===== src/hdl/wsw_params.svh =====
// Constants for the watchdog, divider and sleep/wake unit
`ifndef WSW_PARAMS_SVH
`define WSW_PARAMS_SVH

`define WSW_DIV_WIDTH      8
`define WSW_CFG_WIDTH      8
`define WSW_PORT_WIDTH     8
`define WSW_CFG_RESET      8'h3F
`define WSW_CFG_IMPL_MASK  8'h3F
`define WSW_ASSIGN_BIT     3
`define WSW_RATIO_MSB      2
`define WSW_RATIO_LSB      0
`define WSW_WDT_PERIOD_NS  18000000
`define WSW_CLK_PERIOD_NS  100

`endif


===== src/hdl/wsw_pkg.sv =====
// Types shared by the watchdog, sleep and wake unit
`include "wsw_params.svh"

package wsw_pkg;

  typedef enum logic [0:0] {
    WSW_RUN    = 1'b0,
    WSW_ASLEEP = 1'b1
  } wsw_state_e;

  // One-cycle strobes from the core, with the config load data
  typedef struct packed {
    logic                       watchdog_clear_instruction;
    logic                       sleep_instruction;
    logic                       config_load;
    logic [`WSW_CFG_WIDTH-1:0]  config_data;
  } wsw_cmd_s;

  typedef struct packed {
    logic timeout_flag_n;
    logic powerdown_flag_n;
  } wsw_flags_s;

  typedef struct packed {
    logic [`WSW_PORT_WIDTH-1:0] level;
    logic [`WSW_PORT_WIDTH-1:0] drive_en;
  } wsw_pins_s;

endpackage


===== src/hdl/wsw_divider.sv =====
// Shared event divider with clear and tap mask
`timescale 1ns/10ps
`default_nettype none
`include "wsw_params.svh"

module wsw_divider #(
  parameter int unsigned WIDTH = `WSW_DIV_WIDTH
) (
  input  wire logic             i_clk,
  input  wire logic             i_rst_n,
  input  wire logic             i_ce,
  input  wire logic             i_clear,
  input  wire logic             i_event,
  input  wire logic [WIDTH-1:0] i_mask,
  output logic                  o_tick,
  output logic [WIDTH-1:0]      o_count
);

  logic [WIDTH-1:0] count_reg;

  // Tick when every bit under the mask is one as an event arrives
  assign o_tick  = i_event && ((count_reg & i_mask) == i_mask);
  assign o_count = count_reg;

  always_ff @(posedge i_clk or negedge i_rst_n)
  begin
    if (!i_rst_n)
      count_reg <= '0;
    else if (i_ce)
    begin
      if (i_clear)
        count_reg <= '0;
      else if (i_event)
        count_reg <= count_reg + WIDTH'(1);
    end
  end

endmodule // wsw_divider

`default_nettype wire


===== src/hdl/wsw_watchdog.sv =====
// Watchdog timer with shared divider and sleep/wake control
`timescale 1ns/10ps
`default_nettype none
`include "wsw_params.svh"

module wsw_watchdog #(
  parameter int unsigned WDT_BASE_CYCLES =
    `WSW_WDT_PERIOD_NS / `WSW_CLK_PERIOD_NS
) (
  input  wire logic               I_CLK,
  input  wire logic               I_RST_N,
  input  wire logic               I_CE,
  input  wire logic               I_MASTER_CLEAR_PIN_N,
  input  wire logic               I_WATCHDOG_ENABLE_FUSE,
  input  wire wsw_pkg::wsw_cmd_s  I_CMD,
  input  wire logic               I_BASE_TIMER_SRC,
  input  wire wsw_pkg::wsw_pins_s I_PINS,
  output var  wsw_pkg::wsw_pins_s O_PINS,
  output logic                    O_BASE_TIMER_INC,
  output logic                    O_DEVICE_RESET,
  output var  wsw_pkg::wsw_flags_s O_FLAGS,
  output logic                    O_OSC_DRIVER_EN,
  output logic                    O_ASLEEP,
  output logic [`WSW_CFG_WIDTH-1:0] O_CONFIG
);
  import wsw_pkg::*;

  localparam int unsigned CNT_W = $clog2(WDT_BASE_CYCLES + 1);
  localparam logic [CNT_W-1:0] CNT_LAST = CNT_W'(WDT_BASE_CYCLES - 1);
  localparam int unsigned DW = `WSW_DIV_WIDTH;

  wsw_state_e                state_reg;
  logic                      master_clear_pin_n_meta_reg;
  logic                      master_clear_pin_n_sync_reg;
  logic                      fuse_meta_reg;
  logic                      fuse_sync_reg;
  logic [CNT_W-1:0]          wdt_cnt_reg;
  logic [`WSW_CFG_WIDTH-1:0] config_reg;
  logic                      to_n_reg;
  logic                      pd_n_reg;
  logic                      reset_reg;
  logic                      base_inc_reg;
  wsw_pins_s                 pins_reg;

  logic            master_clear_pin_n_low;
  logic            wdt_enabled;
  logic            wdt_base_evt;
  logic            timeout;
  logic            wipe;
  logic            running;
  logic            clr_accept;
  logic            sleep_accept;
  logic            load_accept;
  logic            to_wdt;
  logic [2:0]      ratio;
  logic [DW-1:0]   wdt_mask;
  logic [DW-1:0]   base_mask;
  logic [DW-1:0]   div_mask;
  logic            div_event;
  logic            div_clear;
  logic            div_tick;

  // Pins from outside the clock domain pass two flip-flops first
  always_ff @(posedge I_CLK or negedge I_RST_N)
  begin
    if (!I_RST_N)
    begin
      master_clear_pin_n_meta_reg <= 1'b1;
      master_clear_pin_n_sync_reg <= 1'b1;
      fuse_meta_reg <= 1'b0;
      fuse_sync_reg <= 1'b0;
    end
    else if (I_CE)
    begin
      master_clear_pin_n_meta_reg <= I_MASTER_CLEAR_PIN_N;
      master_clear_pin_n_sync_reg <= master_clear_pin_n_meta_reg;
      fuse_meta_reg <= I_WATCHDOG_ENABLE_FUSE;
      fuse_sync_reg <= fuse_meta_reg;
    end
  end

  assign master_clear_pin_n_low    = !master_clear_pin_n_sync_reg;
  assign wdt_enabled = fuse_sync_reg;
  assign running     = (state_reg == WSW_RUN);
  assign to_wdt      = config_reg[`WSW_ASSIGN_BIT];
  assign ratio       = config_reg[`WSW_RATIO_MSB:`WSW_RATIO_LSB];

  // Core strobes count only while the core runs and is not held in reset
  assign clr_accept   = I_CMD.watchdog_clear_instruction && running
                        && !master_clear_pin_n_low;
  assign sleep_accept = I_CMD.sleep_instruction && running && !wipe;
  assign load_accept  = I_CMD.config_load && running && !wipe;

  // Watchdog ratios 1:1..1:128, base timer ratios 1:2..1:256
  assign wdt_mask  = DW'((9'h001 << ratio) - 9'h001);
  assign base_mask = DW'((9'h002 << ratio) - 9'h001);

  // One divider, owned by exactly one side at a time
  assign div_event = to_wdt ? wdt_base_evt : I_BASE_TIMER_SRC;
  assign div_mask  = to_wdt ? wdt_mask : base_mask;
  // Reassignment also restarts it so a stale count never carries over
  assign div_clear = wipe || load_accept
                     || (to_wdt && (clr_accept || sleep_accept));

  wsw_divider #(
    .WIDTH (DW)
  ) u_divider (
    .i_clk   (I_CLK),
    .i_rst_n (I_RST_N),
    .i_ce    (I_CE),
    .i_clear (div_clear),
    .i_event (div_event),
    .i_mask  (div_mask),
    .o_tick  (div_tick),
    .o_count ()
  );

  // I_CLK stands for the free-running watchdog clock; it is never gated
  // by sleep, only the main oscillator driver output is switched off
  assign wdt_base_evt = wdt_enabled && (wdt_cnt_reg == CNT_LAST);
  assign timeout = wdt_base_evt && (to_wdt ? div_tick : 1'b1);
  assign wipe    = master_clear_pin_n_low || timeout;

  always_ff @(posedge I_CLK or negedge I_RST_N)
  begin
    if (!I_RST_N)
      wdt_cnt_reg <= '0;
    else if (I_CE)
    begin
      if (wipe || clr_accept || sleep_accept)
        wdt_cnt_reg <= '0;
      else if (wdt_enabled)
        wdt_cnt_reg <= (wdt_cnt_reg == CNT_LAST) ? '0
                       : wdt_cnt_reg + CNT_W'(1);
    end
  end

  always_ff @(posedge I_CLK or negedge I_RST_N)
  begin
    if (!I_RST_N)
      state_reg <= WSW_RUN;
    else if (I_CE)
    begin
      if (wipe)
        state_reg <= WSW_RUN;
      else if (sleep_accept)
        state_reg <= WSW_ASLEEP;
    end
  end

  // Power-on sets both flags; master clear alone leaves them untouched
  always_ff @(posedge I_CLK or negedge I_RST_N)
  begin
    if (!I_RST_N)
    begin
      to_n_reg <= 1'b1;
      pd_n_reg <= 1'b1;
    end
    else if (I_CE)
    begin
      // The timeout wins over a clear in the same cycle
      if (timeout)
        to_n_reg <= 1'b0;
      else if (clr_accept || sleep_accept)
        to_n_reg <= 1'b1;
      if (clr_accept)
        pd_n_reg <= 1'b1;
      else if (sleep_accept)
        pd_n_reg <= 1'b0;
    end
  end

  always_ff @(posedge I_CLK or negedge I_RST_N)
  begin
    if (!I_RST_N)
      config_reg <= `WSW_CFG_RESET;
    else if (I_CE)
    begin
      if (wipe)
        config_reg <= `WSW_CFG_RESET;
      else if (load_accept)
        config_reg <= I_CMD.config_data & `WSW_CFG_IMPL_MASK;
    end
  end

  // Reset request stays inside the chip; the clear pin is input only
  always_ff @(posedge I_CLK or negedge I_RST_N)
  begin
    if (!I_RST_N)
      reset_reg <= 1'b1;
    else if (I_CE)
      reset_reg <= wipe;
  end

  always_ff @(posedge I_CLK or negedge I_RST_N)
  begin
    if (!I_RST_N)
      base_inc_reg <= 1'b0;
    else if (I_CE)
      base_inc_reg <= to_wdt ? I_BASE_TIMER_SRC : div_tick;
  end

  // Pins freeze while asleep, including their tristate choice
  always_ff @(posedge I_CLK or negedge I_RST_N)
  begin
    if (!I_RST_N)
      pins_reg <= '0;
    else if (I_CE && running)
      pins_reg <= I_PINS;
  end

  assign O_PINS                   = pins_reg;
  assign O_BASE_TIMER_INC         = base_inc_reg;
  assign O_DEVICE_RESET           = reset_reg;
  assign O_FLAGS                  = '{timeout_flag_n:   to_n_reg,
                                      powerdown_flag_n: pd_n_reg};
  assign O_OSC_DRIVER_EN          = running;
  assign O_ASLEEP                 = !running;
  assign O_CONFIG                 = config_reg;
endmodule // wsw_watchdog

`default_nettype wire


===== config.mk =====
export PLATFORM = sky130hd
export DESIGN_NAME = wsw_watchdog
export DESIGN_NICKNAME = d
export VERILOG_FILES = /design/src/hdl/wsw_pkg.sv /design/src/hdl/wsw_divider.sv /design/src/hdl/wsw_watchdog.sv
export VERILOG_INCLUDE_DIRS = /design/src /design/src/hdl
export SDC_FILE = /design/constraint.sdc
export NUM_CORES = 1
export LEC_CHECK = 0
export ABC_AREA = 0
export ABC_CLOCK_PERIOD_IN_PS = 4500
export BUFFER_PORTS_ARGS = -buffer_cell sky130_fd_sc_hd__buf_4
export CORE_AREA = 2 2 82 84
export CTS_CLUSTER_DIAMETER = 80
export CTS_CLUSTER_SIZE = 24
export DETAILED_ROUTE_END_ITERATION = 12
export DIE_AREA = 0 0 84 86
export PLACE_DENSITY_LB_ADDON = 0.15
export SLEW_MARGIN = 25
export SYNTH_ARGS = -nofsm -noshare
export SYNTH_HDL_FRONTEND = slang
export SYNTH_SLANG_ARGS = --single-unit

===== constraint.sdc =====
create_clock -name I_CLK -period 4.5 [get_ports I_CLK]
set_input_delay 0.45 -clock I_CLK [delete_from_list [all_inputs] [get_ports I_CLK]]
set_output_delay 0.45 -clock I_CLK [all_outputs]
set_load 0.03 [all_outputs]

==> results_dict.tcl <==
set metrics [dict create \
    dr_total_vias 2596 \
    numCtsBuffers 9 \
    gp_congestion 0.817 \
    postRouteAntennaNets 0 \
    synth.avg_cell_area_um2 9.81 \
    drt_iter0_markers 126 \
    cts-root-buf "clkbuf_8" \
    antennaDiodeCount 0 \
    crit_path_start_kind "register" \
    largest_reg_flops 18 \
    vias_per_cell 5.74 \
    worst_pin_slew_ns 0.714 \
    status "finished, final reports clean" \
    cts_buffer_depth 2 \
    initial_core_util_pct 49.6 \
    wirelength_um 6800 \
    fin_nets 408 \
    synthCells 317 \
    area_growth_pct 20.9 \
    grt_usage_pct 19.7 \
    coreArea_um2 6280 \
    grt_antenna_before_repair 0 \
    synth-edff-count 0 \
    cpPeakStageDelay_ns 0.62 \
    crit_required_ns 4.75 \
    overflow 0 \
    whs_ns 0.177 \
    n_fill_cell 546 \
    rsz0062_at_grt "no" \
    ys_warn_count 0 \
    dieHeight_um 86 \
    port_buffers 58 \
    routedWlPerCell_um 15.0 \
    max_slew_margin_pct 52.4 \
    fin_crit_sh_pct 81.0 \
    yosys.area.top_type "dfrtp_1" \
    drive_gt1_share_pct 30.7 \
    hold_path_class "input pin to async pin" \
    grt_max_degree 58 \
    crit_top_cell "ha_1" \
    path_delay_family "compound AO/OA/AOI/OAI gates" \
    crit_path_top_delay_cell "dfstp_2" \
    tritoncts "built" \
    critPathBufInv 1 \
    clock_latency_ns 0.33 \
    dieArea_um2 7220 \
    grt_pass1_wl_um 11400 \
    finalClockSkew_ns 0.00934 \
    drtPass1Iterations 4 \
    ys.flop_type "dfrtp_1" \
    stdcell_count 452 \
    setup_viol 0 \
    ctsResizeCount 0 \
    async_flop_share_pct 100 \
    clkSlewWorstSetupHoldPaths_ns 0.07 \
    fin_crit_ns 3.65 \
    die_width_um 84 \
    cp_cell_sequence "ha_1 > nor3b_2 > inv_1 > ha_1 > nor2b_1 > a221o_1 > a2111oi_2 > o41ai_4 > nand2_2 > nand4_1 > o22a_1" \
    place_inst 436 \
    synth_top_area_share_pct 37.0 \
    cap_violations 0 \
    ys_ff_latch 57 \
    post_dp_cell_area_um2 3560 \
    hold_viol_final 0 \
    rows 29 \
    worstSetupEndpointType "register" \
    cts_setup_buffers 0 \
    cts_num_sinks 57 \
    fmax_mhz 274 \
    arrival_ns 3.90 \
    synth_area_um2 3110 \
    num_io_pins 63 \
    dp_hpwl_um 4710 \
    path_class "register to register" \
    synth_seq_area_share_pct 46.3 \
    tns_ns 0 \
    ys_types 59 \
    synth.area.top_cells "dfrtp_1 37%, dfstp_2 9.3%, mux2_2 7.6%" \
    cp_max_fo 14 \
    post-route-cell-area_um2 3760 \
    cts_hold_buf 0 \
    slew_violations 0 \
    grt_pass1_vias 2478 \
    leakage_uw 0.00167 \
    drcViolationCount 0 \
    max-vdd-ir-drop_mv 0.318 \
    htree_levels 3 \
    power_density_nw_per_um2 400 \
]
placed cells by master (no fill, tap or decap), drive strengths merged, types with 8 or more instances in the layout:
| cell type | synthesis | final |
|---|---|---|
| nand4 | 8 | 8 |
| o21ai | 38 | 38 |
| dfrtp | 46 | 46 |
| buf | 10 | 60 |
| dfstp | 11 | 11 |
| nor3 | 8 | 8 |
| nor2 | 22 | 22 |
| nand3 | 11 | 11 |
| nand2 | 22 | 22 |
| a21oi | 14 | 14 |
| mux2 | 21 | 21 |
| inv | 14 | 14 |
| clkbuf | 9 | 11 |
worst paths after layout:
path                                        startpoint                     endpoint  slack (ns)  cells past startpoint
min                                            I_RST_N   wdt_cnt_reg[8]$_DFFE_PN0P_        0.18                      1
max in group asynchronous                      I_RST_N        O_PINS[7]$_DFFE_PN0P_        3.85                      1
max reg2reg                    O_CONFIG[3]$_DFFE_PN1P_      O_CONFIG[4]$_DFFE_PN1P_        0.85                     11
min in group I_CLK                          I_PINS[13]       O_PINS[13]$_DFFE_PN0P_        0.35                      2
min reg2reg                wdt_cnt_reg[17]$_DFFE_PN0P_  wdt_cnt_reg[17]$_DFFE_PN0P_        0.48                      1
max                            O_CONFIG[3]$_DFFE_PN1P_      O_CONFIG[4]$_DFFE_PN1P_        0.85                     11
power breakdown:
part | switching [uW] | internal (uW) | total [uW]
logic | 236 | 166 | 402
clock network | 205 | 269 | 474
registers | 49.3 | 580 | 629
total | 490 | 1020 | 1510
routing by layer:
layer / global-route usage [%] / routed length, um
met1: 24.6 / 3110
met2: 33.5 / 3370
met3: 5.10 / 235
met4: 6.89 / 92
met5: 0 / 0
cells by family after synthesis:
group | share of synthesized area, %
AO/OA/AOI/OAI | 21.4
AND/OR/NAND/NOR | 16.5
flip-flops | 46.3
buffers and inverters | 4.83
multiplexers | 8.25
adder cells (fa/ha/maj) | 2.01
XOR/XNOR | 0.563
other | 0.121
metrics by stage:
stage / worst slack, ns / util (%) / total power, uW
floorplan: 1.18 / - / 903
global route: 0.595 / 59.9 / 1590
CTS: 0.842 / 59.9 / 1520
detailed placement: 0.856 / 56.8 / 1040
finish: 0.853 / 59.9 / 1510
global placement: 0.871 / 56.8 / 1040
cells in the mapped netlist, types with 2 or more instances:
library cell  number
and2_1             2
nor2_1            22
o22a_1             5
dfrtp_1           46
buf_2              5
or2_2              2
buf_4              5
a21o_1             4
and3_1             7
a211oi_1           3
nor3_1             8
nand4_1            8
xnor2_1            2
nand2_1           21
and4_1             5
o21ai_0           36
a21oi_1           13
nand3_1           11
a32o_1             2
nor2b_1            3
mux2i_1            2
a31oi_1            6
dfstp_2           11
a221o_1            3
inv_1             14
o22ai_1            2
mux2_2            21
clkbuf_1           8
o31ai_1            6
ha_1               5
cell type report:
class / count / area, um2 / area share [%]
Multi-Input combinational cell: 228 / 1520 / 40.5
Sequential cell: 57 / 1440 / 38.3
Timing Repair Buffer: 60 / 450 / 12.0
Clock buffer: 11 / 141 / 3.76
Tap cell: 77 / 96.3 / 2.56
Clock inverter: 5 / 55.1 / 1.46
Inverter: 14 / 52.6 / 1.40
No activity file was read; power rests on OpenSTA's default activity.
